### src/design/dbs_defines.svh
`ifndef DBS_DEFINES_SVH
`define DBS_DEFINES_SVH

// ==========================================================
// size output codes
`define DBS_SIZE_BYTE 2'b01
`define DBS_SIZE_WORD 2'b10
`define DBS_SIZE_THREE 2'b11
`define DBS_SIZE_LONG 2'b00

// ==========================================================
// operand size requested on the internal port
`define DBS_OP_BYTE 2'b00
`define DBS_OP_WORD 2'b01
`define DBS_OP_LONG 2'b10

// ==========================================================
// buffering, widths and idle ack pattern
`define DBS_FIFO_DEPTH 8
`define DBS_FIFO_WIDTH 32
`define DBS_ADDR_WIDTH 24
`define DBS_ACK_IDLE 2'b11

`endif

### src/design/dbs_pkg.sv
`include "dbs_defines.svh"

package dbs_pkg;

	// ======================================================
	// bus cycle sequencer states
	typedef enum logic [1:0]
	{
		ST_IDLE = 2'b00,
		ST_WAIT = 2'b01,
		ST_RECOVER = 2'b10
	} dbs_state_type;

	// ======================================================
	// size code for the bytes still to move in this segment
	function automatic logic [1:0] dbs_size_code(input logic [2:0] n);
		logic [1:0] code;
		code = `DBS_SIZE_LONG;
		if (n == 3'd1)
			code = `DBS_SIZE_BYTE;
		else if (n == 3'd2)
			code = `DBS_SIZE_WORD;
		else if (n == 3'd3)
			code = `DBS_SIZE_THREE;
		return code;
	endfunction

	// ======================================================
	// write lanes: next byte on upper, duplicate when alone or odd
	function automatic logic [15:0] dbs_lanes(input logic [31:0] b,
		input logic [2:0] n, input logic a0);
		logic [15:0] l;
		l = b[31:16];
		if (a0 || n == 3'd1)
			l = {b[31:24], b[31:24]};
		return l;
	endfunction

endpackage

### src/design/dbs_fifo.sv
`timescale 1ns/1ps
`include "dbs_defines.svh"

// read-result buffer, registered valid and pointers
module dbs_fifo
	import dbs_pkg::*;
#(
	parameter int WIDTH = `DBS_FIFO_WIDTH,
	parameter int DEPTH = `DBS_FIFO_DEPTH
)
(
	input wire logic i_clock,
	input wire logic i_rst_b,
	input wire logic i_in_valid,
	output logic o_in_ready,
	input wire logic [WIDTH-1:0] i_in_data,
	output logic o_out_valid,
	input wire logic i_out_ready,
	output logic [WIDTH-1:0] o_out_data
);

	localparam int PW = $clog2(DEPTH);
	localparam int CW = $clog2(DEPTH + 1);

	typedef struct packed {
		logic [PW-1:0] wptr;
		logic [PW-1:0] rptr;
		logic [CW-1:0] count;
		logic valid;
	} dbs_fifo_reg_type;

	dbs_fifo_reg_type cur;
	dbs_fifo_reg_type next_cur;
	logic [WIDTH-1:0] mem [DEPTH];
	logic push;
	logic pop;

	generate
		if (DEPTH < 2 || (DEPTH & (DEPTH - 1)) != 0 || WIDTH < 1)
		begin : g_bad
			$error("dbs_fifo: DEPTH must be a power of two >= 2");
		end
	endgenerate

	// ======================================================
	// pointer and count update
	assign o_in_ready = (cur.count != CW'(DEPTH));
	assign push = i_in_valid && o_in_ready;
	assign pop = cur.valid && i_out_ready;

	always_comb
	begin
		next_cur = cur;
		if (push)
			next_cur.wptr = cur.wptr + 1'b1;
		if (pop)
			next_cur.rptr = cur.rptr + 1'b1;
		if (push && !pop)
			next_cur.count = cur.count + 1'b1;
		else if (pop && !push)
			next_cur.count = cur.count - 1'b1;
		next_cur.valid = (next_cur.count != '0);
	end

	always_ff @(posedge i_clock or negedge i_rst_b)
	begin
		if (!i_rst_b)
			cur <= '0;
		else
			cur <= next_cur;
	end

	// storage has no reset; valid guards every read
	always_ff @(posedge i_clock)
	begin
		if (push)
			mem[cur.wptr] <= i_in_data;
	end

	assign o_out_valid = cur.valid;
	assign o_out_data = mem[cur.rptr];

	// pointers and count must tell the same story, full included
	property p_fifo_count;
		@(posedge i_clock) disable iff (!i_rst_b)
		cur.count <= CW'(DEPTH) && cur.wptr - cur.rptr == PW'(cur.count);
	endproperty
	a_fifo_count: assert property (p_fifo_count)
		else $error("fifo count disagrees with pointers");

endmodule

### src/design/dbs_mux.sv
`timescale 1ns/1ps
`include "dbs_defines.svh"

// Behaviour
// - decode acks: none waits, 8-bit only ends 8-bit, 16 ends 16, both reserved
// - move the most data each cycle; a word cycle assumes 16-bit port
// - operand bytes go most significant first
// - size outputs show bytes still to move; fewer may actually move
// - upper address is word base, low bit is byte offset steering the mux
// - byte always aligned; word or long misaligned at odd address
// - at most one aligned word per cycle; long goes high word first
// - misaligned long runs as two misaligned words, each starting with word code
// - byte uses code 01; upper lane unless 16-bit port at odd address
// - three-byte code only during aligned long reduced to byte cycles
// - reads take only the lane chosen by size, low address bit and width
// - byte writes drive the same byte on both lanes
// - 8-bit ack on wider operand: take upper byte, count down, step, repeat
// - aligned word write: first byte upper lane, second byte lower lane
// - aligned word to 16-bit port is one cycle, high byte on upper lane
// - misaligned word to 16-bit: word code, odd address, byte on lower lane
// - long read is four cycles on 8-bit port; on 16-bit port two when aligned, four at odd address
// - size codes 01 byte, 10 word, 11 three bytes, 00 long, valid with strobe
// - writes drive all sixteen lines; reads capture at cycle end
module dbs_mux
	import dbs_pkg::*;
#(
	parameter int FIFO_DEPTH = `DBS_FIFO_DEPTH
)
(
	input wire logic i_clock,
	input wire logic i_rst_b,
	input wire logic i_req_valid,
	output logic o_req_ready,
	input wire logic i_req_write,
	input wire logic [1:0] i_req_size,
	input wire logic [23:0] i_req_addr,
	input wire logic [31:0] i_req_wdata,
	output logic o_wr_done,
	output logic o_rd_valid,
	input wire logic i_rd_ready,
	output logic [31:0] o_rd_data,
	output logic [23:0] o_addr,
	output logic o_xfer_size_hi,
	output logic o_xfer_size_lo,
	output logic o_strobe_n,
	output logic o_read,
	output logic [15:0] o_data_out,
	output logic o_data_oe,
	input wire logic [15:0] i_data_in,
	input wire logic i_ack_port8_n,
	input wire logic i_ack_port16_n
);

	typedef struct packed {
		dbs_state_type state;
		logic [23:0] addr;
		logic [2:0] seg;
		logic second;
		logic write;
		logic [1:0] opsz;
		logic [31:0] bytes;
		logic [31:0] acc;
		logic req_ready;
		logic strobe_n;
		logic rd;
		logic [1:0] size;
		logic [15:0] dout;
		logic data_oe;
		logic wr_done;
	} dbs_reg_type;

	dbs_reg_type cur;
	dbs_reg_type next_cur;
	logic [1:0] ack_n;
	logic ack8;
	logic ack16;
	logic acks_idle;
	logic fifo_push;
	logic fifo_ready;
	logic launch;
	logic [2:0] moved;
	logic [7:0] rd_byte;

	generate
		if (FIFO_DEPTH < 2)
		begin : g_bad
			$error("dbs_mux: FIFO_DEPTH must be at least 2");
		end
	endgenerate

	// ======================================================
	// acknowledge synchroniser, both start negated
	dbs_sync #(.WIDTH(2)) u_sync (
		.i_clock(i_clock),
		.i_rst_b(i_rst_b),
		.i_async_n({i_ack_port16_n, i_ack_port8_n}),
		.o_sync_n(ack_n)
	);

	// reserved pair (both low) counts as no completion
	assign ack8 = (ack_n == 2'b10);
	assign ack16 = (ack_n == 2'b01);
	assign acks_idle = (ack_n == `DBS_ACK_IDLE);

	// ======================================================
	// read results wait here; a full buffer stalls completion
	dbs_fifo #(.WIDTH(32), .DEPTH(FIFO_DEPTH)) u_fifo (
		.i_clock(i_clock),
		.i_rst_b(i_rst_b),
		.i_in_valid(fifo_push),
		.o_in_ready(fifo_ready),
		.i_in_data(cur.acc),
		.o_out_valid(o_rd_valid),
		.i_out_ready(i_rd_ready),
		.o_out_data(o_rd_data)
	);

	assign fifo_push = (cur.state == ST_RECOVER) && acks_idle
		&& cur.seg == 3'd0 && !cur.second && !cur.write;

	// ======================================================
	// bytes moved on an acknowledged cycle and read lane choice
	always_comb
	begin
		moved = 3'd1;
		if (ack16 && !cur.addr[0] && cur.seg >= 3'd2)
			moved = 3'd2;
		rd_byte = i_data_in[15:8];
		if (ack16 && cur.addr[0])
			rd_byte = i_data_in[7:0];
	end

	// ======================================================
	// sequencer: one operand split into bus cycles
	always_comb
	begin
		next_cur = cur;
		next_cur.wr_done = 1'b0;
		launch = 1'b0;
		case (cur.state)
			ST_IDLE:
			begin
				next_cur.req_ready = 1'b1;
				if (i_req_valid && cur.req_ready)
				begin
					next_cur.req_ready = 1'b0;
					next_cur.addr = i_req_addr;
					next_cur.write = i_req_write;
					next_cur.opsz = i_req_size;
					next_cur.acc = '0;
					next_cur.second = 1'b0;
					// first byte sits at the top of the queue
					if (i_req_size == `DBS_OP_BYTE)
					begin
						next_cur.bytes = {i_req_wdata[7:0], 24'h0};
						next_cur.seg = 3'd1;
					end
					else if (i_req_size == `DBS_OP_WORD)
					begin
						next_cur.bytes = {i_req_wdata[15:0], 16'h0};
						next_cur.seg = 3'd2;
					end
					else
					begin
						next_cur.bytes = i_req_wdata;
						// odd long splits into two word segments
						next_cur.seg = i_req_addr[0] ? 3'd2 : 3'd4;
						next_cur.second = i_req_addr[0];
					end
					launch = 1'b1;
				end
			end
			ST_WAIT:
			begin
				// outputs hold while no valid completion is seen
				if (ack8 || ack16)
				begin
					if (moved == 3'd2)
						next_cur.acc = {cur.acc[15:0], i_data_in};
					else
						next_cur.acc = {cur.acc[23:0], rd_byte};
					if (moved == 3'd2)
						next_cur.bytes = {cur.bytes[15:0], 16'h0};
					else
						next_cur.bytes = {cur.bytes[23:0], 8'h0};
					next_cur.seg = cur.seg - moved;
					next_cur.addr = cur.addr + 24'(moved);
					next_cur.strobe_n = 1'b1;
					next_cur.data_oe = 1'b0;
					next_cur.state = ST_RECOVER;
				end
			end
			ST_RECOVER:
			begin
				// next cycle only once the device released its acks
				if (acks_idle)
				begin
					if (cur.seg != 3'd0)
						launch = 1'b1;
					else if (cur.second)
					begin
						next_cur.seg = 3'd2;
						next_cur.second = 1'b0;
						launch = 1'b1;
					end
					else if (cur.write)
					begin
						next_cur.wr_done = 1'b1;
						next_cur.state = ST_IDLE;
						next_cur.req_ready = 1'b1;
					end
					else if (fifo_ready)
					begin
						next_cur.state = ST_IDLE;
						next_cur.req_ready = 1'b1;
					end
				end
			end
			default:
			begin
				next_cur.state = ST_IDLE;
			end
		endcase
		// start a bus cycle from the updated segment state
		if (launch)
		begin
			next_cur.size = dbs_size_code(next_cur.seg);
			next_cur.dout = dbs_lanes(next_cur.bytes, next_cur.seg,
				next_cur.addr[0]);
			next_cur.data_oe = next_cur.write;
			next_cur.rd = !next_cur.write;
			next_cur.strobe_n = 1'b0;
			next_cur.state = ST_WAIT;
		end
	end

	// ======================================================
	// state register
	always_ff @(posedge i_clock or negedge i_rst_b)
	begin
		if (!i_rst_b)
		begin
			cur <= '0;
			cur.strobe_n <= 1'b1;
			cur.rd <= 1'b1;
			cur.size <= `DBS_SIZE_BYTE;
		end
		else
			cur <= next_cur;
	end

	assign o_req_ready = cur.req_ready;
	assign o_wr_done = cur.wr_done;
	assign o_addr = cur.addr;
	assign o_xfer_size_hi = cur.size[1];
	assign o_xfer_size_lo = cur.size[0];
	assign o_strobe_n = cur.strobe_n;
	assign o_read = cur.rd;
	assign o_data_out = cur.dout;
	assign o_data_oe = cur.data_oe;

	// ======================================================
	// checks
	property p_hold_wait;
		@(posedge i_clock) disable iff (!i_rst_b)
		cur.state == ST_WAIT && acks_idle |=> !o_strobe_n
			&& $stable(o_addr) && $stable(cur.size) && $stable(o_data_out);
	endproperty
	a_hold_wait: assert property (p_hold_wait)
		else $error("bus outputs moved during wait");

	property p_reserved;
		@(posedge i_clock) disable iff (!i_rst_b)
		cur.state == ST_WAIT && ack_n == 2'b00 |=> cur.state == ST_WAIT;
	endproperty
	a_reserved: assert property (p_reserved)
		else $error("reserved ack ended a cycle");

	property p_size_code;
		@(posedge i_clock) disable iff (!i_rst_b)
		!o_strobe_n |-> cur.size == dbs_size_code(cur.seg);
	endproperty
	a_size_code: assert property (p_size_code)
		else $error("size code does not match remaining bytes");

	property p_three_byte;
		@(posedge i_clock) disable iff (!i_rst_b)
		!o_strobe_n && cur.size == `DBS_SIZE_THREE
			|-> cur.opsz == `DBS_OP_LONG && !cur.second;
	endproperty
	a_three_byte: assert property (p_three_byte)
		else $error("three-byte code outside aligned long");

	property p_first_code;
		@(posedge i_clock) disable iff (!i_rst_b)
		cur.state == ST_IDLE && i_req_valid && o_req_ready
			&& i_req_size != `DBS_OP_BYTE
		|=> cur.size == ((cur.opsz == `DBS_OP_LONG && !cur.addr[0])
			? `DBS_SIZE_LONG : `DBS_SIZE_WORD);
	endproperty
	a_first_code: assert property (p_first_code)
		else $error("wrong first size code");

	property p_word_step;
		@(posedge i_clock) disable iff (!i_rst_b)
		cur.state == ST_WAIT && ack16 && !cur.addr[0] && cur.seg >= 3'd2
		|=> o_addr == $past(o_addr) + 24'd2 && cur.seg == $past(cur.seg) - 3'd2;
	endproperty
	a_word_step: assert property (p_word_step)
		else $error("aligned 16-bit cycle did not move a word");

	property p_byte_step;
		@(posedge i_clock) disable iff (!i_rst_b)
		cur.state == ST_WAIT && ack8
		|=> o_addr == $past(o_addr) + 24'd1 && cur.seg == $past(cur.seg) - 3'd1
			##1 o_strobe_n;
	endproperty
	a_byte_step: assert property (p_byte_step)
		else $error("8-bit ack did not step one byte");

	property p_dup_lanes;
		@(posedge i_clock) disable iff (!i_rst_b)
		!o_strobe_n && o_data_oe && (o_addr[0] || cur.seg == 3'd1)
		|-> o_data_out[15:8] == o_data_out[7:0];
	endproperty
	a_dup_lanes: assert property (p_dup_lanes)
		else $error("byte not duplicated on both lanes");

	property p_msb_first;
		@(posedge i_clock) disable iff (!i_rst_b)
		!o_strobe_n && o_data_oe |-> o_data_out[15:8] == cur.bytes[31:24]
			&& o_data_oe == !o_read;
	endproperty
	a_msb_first: assert property (p_msb_first)
		else $error("upper lane is not the next operand byte");

	cover property (@(posedge i_clock) disable iff (!i_rst_b)
		!o_strobe_n && cur.size == `DBS_SIZE_THREE);
	cover property (@(posedge i_clock) disable iff (!i_rst_b)
		cur.state == ST_RECOVER && cur.second && acks_idle);
	cover property (@(posedge i_clock) disable iff (!i_rst_b)
		cur.state == ST_RECOVER && acks_idle && cur.seg == 3'd0
			&& !cur.write && !fifo_ready);

endmodule

### src/design/dbs_sync.sv
`timescale 1ns/1ps

// two-stage synchroniser for active-low inputs, resets negated
module dbs_sync
	import dbs_pkg::*;
#(
	parameter int WIDTH = 2
)
(
	input wire logic i_clock,
	input wire logic i_rst_b,
	input wire logic [WIDTH-1:0] i_async_n,
	output logic [WIDTH-1:0] o_sync_n
);

	typedef struct packed {
		logic [WIDTH-1:0] meta;
		logic [WIDTH-1:0] safe;
	} dbs_sync_reg_type;

	dbs_sync_reg_type cur;
	dbs_sync_reg_type next_cur;

	generate
		if (WIDTH < 1)
		begin : g_bad
			$error("dbs_sync: WIDTH must be at least 1");
		end
	endgenerate

	// ======================================================
	// meta feeds only the second stage
	always_comb
	begin
		next_cur.meta = i_async_n;
		next_cur.safe = cur.meta;
	end

	always_ff @(posedge i_clock or negedge i_rst_b)
	begin
		if (!i_rst_b)
			cur <= '1;
		else
			cur <= next_cur;
	end

	assign o_sync_n = cur.safe;

endmodule

### config.mk
export PLATFORM = sky130hd
export DESIGN_NAME = dbs_mux
export DESIGN_NICKNAME = d
export VERILOG_FILES = /design/src/design/dbs_pkg.sv /design/src/design/dbs_fifo.sv /design/src/design/dbs_mux.sv /design/src/design/dbs_sync.sv
export VERILOG_INCLUDE_DIRS = /design/src /design/src/design
export SDC_FILE = /design/constraint.sdc
export NUM_CORES = 1
export LEC_CHECK = 0
export BUFFER_PORTS_ARGS = -buffer_cell sky130_fd_sc_hd__buf_4
export CORE_UTILIZATION = 45
export DETAILED_ROUTE_END_ITERATION = 7
export GPL_ROUTABILITY_DRIVEN = 0
export PLACE_DENSITY_LB_ADDON = 0.12
export SKIP_LAST_GASP = 1
export SYNTH_ARGS = -nofsm -noshare
export SYNTH_HDL_FRONTEND = slang
export SYNTH_SLANG_ARGS = --single-unit
### constraint.sdc
create_clock -name i_clock -period 4.2 [get_ports i_clock]
set_input_delay 0.21 -clock i_clock [delete_from_list [all_inputs] [get_ports i_clock]]
set_output_delay 0.21 -clock i_clock [all_outputs]
set_load 0.01 [all_outputs]
==> results of run 1 <==
-- cell families after synthesis --
| group | count (synthesis) | synth area share [%] |
|---|---|---|
| flops | 389 | 66.6 |
| simple gates | 211 | 5.95 |
| compound gates | 181 | 7.25 |
| mux | 172 | 15.6 |
| buf+inv | 108 | 3.38 |
| fa+ha+maj | 10 | 0.801 |
| xor+xnor | 9 | 0.476 |
-- per-stage QoR --
stage	instance area (um^2)	power [mW]	std cells	setup slack, ns
after floorplan	16600	8.36	1080	0.448
after global placement	18200	9.96	1635	0.910
after detailed placement	18200	10.0	1635	0.831
after CTS	20100	13.5	1773	0.824
after global routing	20100	14.0	1775	0.577
final	20100	13.3	1775	0.865
-- state kept, by name, summed over array words and instances (netlist names) --
register / count
u_fifo.mem: 256
cur: 71
o_addr: 24
o_data_out: 16
u_fifo.cur: 10
u_sync.cur: 2
u_sync.o_sync_n: 2
o_data_oe: 1
o_read: 1
o_req_ready: 1
o_strobe_n: 1
o_wr_done: 1
o_xfer_size_hi: 1
o_xfer_size_lo: 1
u_fifo.o_out_valid: 1
-- final cells by class --
cell class	count	area (um^2)
inverters	11	41.3
clock inverters	15	92.6
fillers	2883	15800
multi-input cells	583	5070
diodes	2	5.00
repair buffers	251	2060
well taps	461	577
flip-flops and latches	389	11000
clock buffers	63	1190
-- per-layer routing --
metal	up-vias	part of all wire, %
met5	-	0
met4	0	2.3
met3	64	4.2
met2	228	50
met1	5091	44
li1	4549	-
-- synth_stat cells (8+ instances only) --
cell      instances  area [um^2]
nor2_1           22         82.6
buf_4            40          300
o21ai_0          79          395
nand2_1         126          473
buf_1            12         45.0
mux2_2           43          484
ha_1              9          113
a22o_1            9         78.8
inv_1            10         37.5
clkbuf_1         42          158
mux4_2           64         1440
nand3_1          15         75.1
a22oi_1          27          203
a31oi_1           8         50.1
o311ai_0         14          123
dfrtp_1         126         3150
edfxtp_1        256         7690
mux2i_1          65          651
a21oi_1           8         40.0
-- power by group --
| group | internal, mW | total, mW | switching [mW] |
|---|---|---|---|
| combinational | 2.11 | 4.06 | 1.94 |
| sequential | 4.88 | 5.86 | 0.972 |
| clock | 1.96 | 3.42 | 1.46 |
-- how the worst max path moves through the flow --
stage / from / endpoint / slack (ns)
after global placement: u_sync.o_sync_n[1] / o_data_out[1] / 0.91
after detailed placement: u_sync.o_sync_n[1] / o_data_out[7] / 0.83
after global routing: u_sync.o_sync_n[1] / o_data_out[5] / 0.58
final: u_sync.o_sync_n[1] / o_data_out[5] / 0.86
after floorplan: u_sync.o_sync_n[0] / o_data_out[0] / 0.45
after CTS: u_sync.o_sync_n[1] / o_data_out[5] / 0.82
-- worst register-to-register path: stages, from the launching register on --
cell	delay [ns]
dfstp_2	0.53
inv_1	0.04
ha_1	0.19
nand2b_1	0.15
nor2_4	0.05
inv_2	0.19
ha_1	0.19
inv_1	0.05
fa_1	0.37
o21ba_2	0.20
o21ai_0	0.20
a32oi_1	0.18
a21oi_2	0.53
mux2i_1	0.25
o21ai_0	0.09
==> flow_summary.ini, run 1 <==
[final_layout]
synthToLayoutAreaGrowth_pct = 21.2
layout_common_cells = 256 x edfxtp_1, 188 x buf_4, 126 x nand2_1
nets = 1369
final_layout_size_suffix_gt1_share_pct = 29.5
final_common_cell = edfxtp_1
final_util_pct = 55.9

[global_routing]
grt_util_met3_pct = 3.44
gr-total-overflow = 0
grt_pass1_wl_mm = 61.3
grt_use_met1_pct = 28.1
grt_usage_pct = 21.2
grt_max_degree = 73
antenna_found_initial = 2
grt_pass1_vias = 10304
busiest_layer = met2
gr-usage-met2_pct = 36.3

[synth]
synth-seq-cells = 389
netlist_area_um2 = 16600
synth_cell_type_count = 63
ys_seq_area_share_pct = 66.6
synth.avg_cell_area_um2 = 15.3
yosys_warnings = 0
synthCells = 1080
ys.flop_type = edfxtp_1
synth_edf_count = 256
async_reset_ff_share_pct = 34.2
synth_nets = 1171

[floorplan]
die_area_um2 = 37600
core_um2 = 35900
die_y_um = 194
rows = 69
die_x_um = 194
ios = 161
start_util_pct = 46.1

[power]
power_density_nw_per_um2 = 664
p_leak_nw = 7.67
peakVddDrop_uv = 339

[detailed_routing]
drt-total-wl_mm = 39.2
ant_nets = 0
wl_per_cell_um = 22.1
avgViaCountPerCell = 5.60
drc_errors = 0
firstDrtPassIters = 5
via_count = 9932
drt-initial-drc-count = 491

[job]
drv_cap = 0

[setup_path]
path_max_fanout = 9
cp_cell_sequence = inv_1 > ha_1 > nand2b_1 > nor2_4 > inv_2 > ha_1 > inv_1 > fa_1 > o21ba_2 > o21ai_0 > a32oi_1 > a21oi_2 > mux2i_1 > o21ai_0
worstRegToRegCells = 14
critPathKind = flop to flop
r2r_slack_ns = 0.86
crit_path_max_incr_delay_ns = 0.53
slowest_stage = dfstp_2
r2r-start = u_sync.o_sync_n[1]
cp-end-kind = flop
critPathTopFamily = compound AO/OA/AOI/OAI gates
critPathArrivalTime_ns = 3.72
start_kind = flop
critPathRequiredTime_ns = 4.59
crit_cells = 14
cp_num_buf_inv = 3
rr_endpoint = o_data_out[5]

[clocking]
cts_max_level = 2
cts_buffer_depth = 3
holdBufCountCts = 60
cts_tree = built
postCtsSetupRepairBufs = 0
clockRootBuffer = clkbuf_16
cts_sinks = 389
path_clk_slew_ns = 0.06
numCtsBuffers = 42
clkLatencyLatePin_ns = 0.54
cts_resized = 0

[timing]
period_minus_slack_ns = 3.34
fin_setup_tns_ns = 0
whs_ns = 0.00679
setup_viol = 0
drv_slew = 0
fin_skew_ns = 0.0137
relSlewSlack_pct = 26.1
hold_viol = 0
min_period_over_period_pct = 79.4
fmax_mhz = 300
tightest_slew_ns = 1.11
rsz0062_at_grt = false

[placed_design]
port_buffers = 160
post-dp-hpwl_mm = 24.3

[worst_hold_path]
min-delay-start = i_data_in[10]
whs_path_depth = 3
hp-class = input port to flop
hold_end = cur[25]

[outcome]
status = finished clean
Note: power is estimated with default switching activity, not from simulation.
==> inputs of run 2 (changes only) <==
==> constraint.sdc (replaced) <==
create_clock -name i_clock -period 3.3 [get_ports i_clock]
set_input_delay 0.165 -clock i_clock [delete_from_list [all_inputs] [get_ports i_clock]]
set_output_delay 0.165 -clock i_clock [all_outputs]
set_load 0.01 [all_outputs]
==> flow_summary.ini, run 2 (synthesis gave the netlist of run 1 again) <==
[power]
power_density_nw_per_um2 = 852
peakVddDrop_uv = 434
p_leak_nw = 7.89

[final_layout]
final_common_cell = edfxtp_1
regMostFlops = u_fifo.mem
largest_reg_flops = 256
synthToLayoutAreaGrowth_pct = 23.9
nets = 1393
multi_input_area_um2 = 5080
fillers = 2841
layout_common_cells = 256 x edfxtp_1, 197 x buf_4, 126 x nand2_1
final_layout_size_suffix_gt1_share_pct = 31.1
ff_latch_area_um2 = 11000
final_cells = 1799

[setup_path]
cp-endpoint = o_data_out[4]
crit_start = u_sync.o_sync_n[1]
r2r-start = u_sync.o_sync_n[1]
critPathKind = flop to flop
start_kind = flop
critPathArrivalTime_ns = 3.39
path_max_fanout = 8
critPathRequiredTime_ns = 3.68
crit_path_max_incr_delay_ns = 0.53
cp-end-kind = flop
crit_cells = 14
critPathTopFamily = compound AO/OA/AOI/OAI gates
worstRegToRegCells = 14
cp_num_buf_inv = 3
cp_cell_sequence = inv_1 > ha_1 > nand2b_1 > nor2_4 > inv_2 > ha_1 > inv_1 > fa_1 > o21ba_2 > o21ai_0 > a32oi_1 > a21oi_4 > mux2i_1 > o21ai_0
slowest_stage = dfstp_2
r2r_slack_ns = 0.30
rr_endpoint = o_data_out[4]

[timing]
rsz0062_at_grt = false
fin_ws_ns = 0.295
min_period_over_period_pct = 91.1
drv_slew = 0
hold_viol = 0
relSlewSlack_pct = 49.1
period_minus_slack_ns = 3.00
fmax_mhz = 333
setup_viol = 0
fin_skew_ns = 0.0181
tightest_slew_ns = 0.763
fin_setup_tns_ns = 0

[detailed_routing]
drc_errors = 0
avgViaCountPerCell = 5.54
wl_per_cell_um = 21.8
via_count = 9960
ant_nets = 0
drt-total-wl_mm = 39.2
drt-initial-drc-count = 490
firstDrtPassIters = 5

[floorplan]
die_area_um2 = 37600
start_util_pct = 46.1
core_um2 = 35900
die_y_um = 194
rows = 69
die_x_um = 194
ios = 161

[clocking]
cts_tree = built
cts_resized = 0
cts_max_level = 2
clkLatencyLatePin_ns = 0.53
cts_buffer_depth = 3
path_clk_slew_ns = 0.06
clockRootBuffer = clkbuf_16
cts_sinks = 389
numCtsBuffers = 43

[placed_design]
post-place-cells = 1652
dp_slack_ns = 0.242
post-dp-hpwl_mm = 25.0
port_buffers = 160

[global_routing]
antenna_found_initial = 1
grt_usage_pct = 21.3
grt_max_degree = 77
grt_pass1_wl_mm = 61.7
gr-total-overflow = 0
grt_pass1_vias = 10500

[job]
drv_cap = 0

[worst_hold_path]
hp-class = input port to flop

[outcome]
status = finished clean
==> run 2: where the power goes <==
group / total, mW / internal, mW / switching, mW
clock: 4.73 / 2.84 / 1.89
combinational: 5.42 / 2.81 / 2.61
sequential: 7.32 / 6.22 / 1.10
==> run 2: final cells by class <==
| class | count | area share (%) |
|---|---|---|
| Clock inverter | 23 | 1.01 |
| Sequential cell | 389 | 53.8 |
| Timing Repair Buffer | 274 | 11.5 |
| Inverter | 11 | 0.201 |
| Multi-Input combinational cell | 583 | 24.8 |
| Tap cell | 461 | 2.81 |
| Clock buffer | 57 | 5.95 |
| Antenna cell | 1 | 0.0122 |
==> run 2: what timing repair did <==
item	4_1_cts	5_1_grt
hold endpoints to repair	128	0
buffers inserted	0	0
hold buffers	66	0
==> run 2: how the worst min path moves through the flow <==
stage	depth (start not counted)	start	endpoint	slack, ns
2_1_floorplan	0	i_rst_b	cur[118]	-0.13
3_3_place_gp	1	i_rst_b	o_addr[15]	0.27
3_5_place_dp	1	i_rst_b	o_addr[11]	0.27
4_1_cts	3	i_req_wdata[20]	cur[75]	0.09
5_1_grt	3	i_req_wdata[20]	cur[75]	0.13
6_report	3	i_req_wdata[20]	cur[75]	0.11
==> run 2: tightest hold or removal path: stages <==
cell	delay (ns)
buf_4	0.08
a22oi_1	0.09
o221ai_1	0.25
==> run 2: metrics by stage <==
| step | area, um^2 | power (mW) | util [%] | hold slack (ns) |
|---|---|---|---|---|
| 2_1_floorplan | 16600 | 10.7 | - | -0.131 |
| 3_3_place_gp | 18400 | 12.8 | 51.3 | 0.267 |
| 3_5_place_dp | 18400 | 12.9 | 51.3 | 0.269 |
| 4_1_cts | 20500 | 17.7 | 57.1 | 0.0930 |
| 5_1_grt | 20500 | 18.4 | 57.1 | 0.131 |
| 6_report | 20500 | 17.5 | 57.1 | 0.114 |
==> run 2: metal layers <==
layer  vias up  wire length, um  GRT usage [%]
met5         -                0              0
li1       4594                -              -
met1      5100            16800           28.3
met4         0              843           5.53
met2       214            19900           36.8
met3        52             1600           3.43
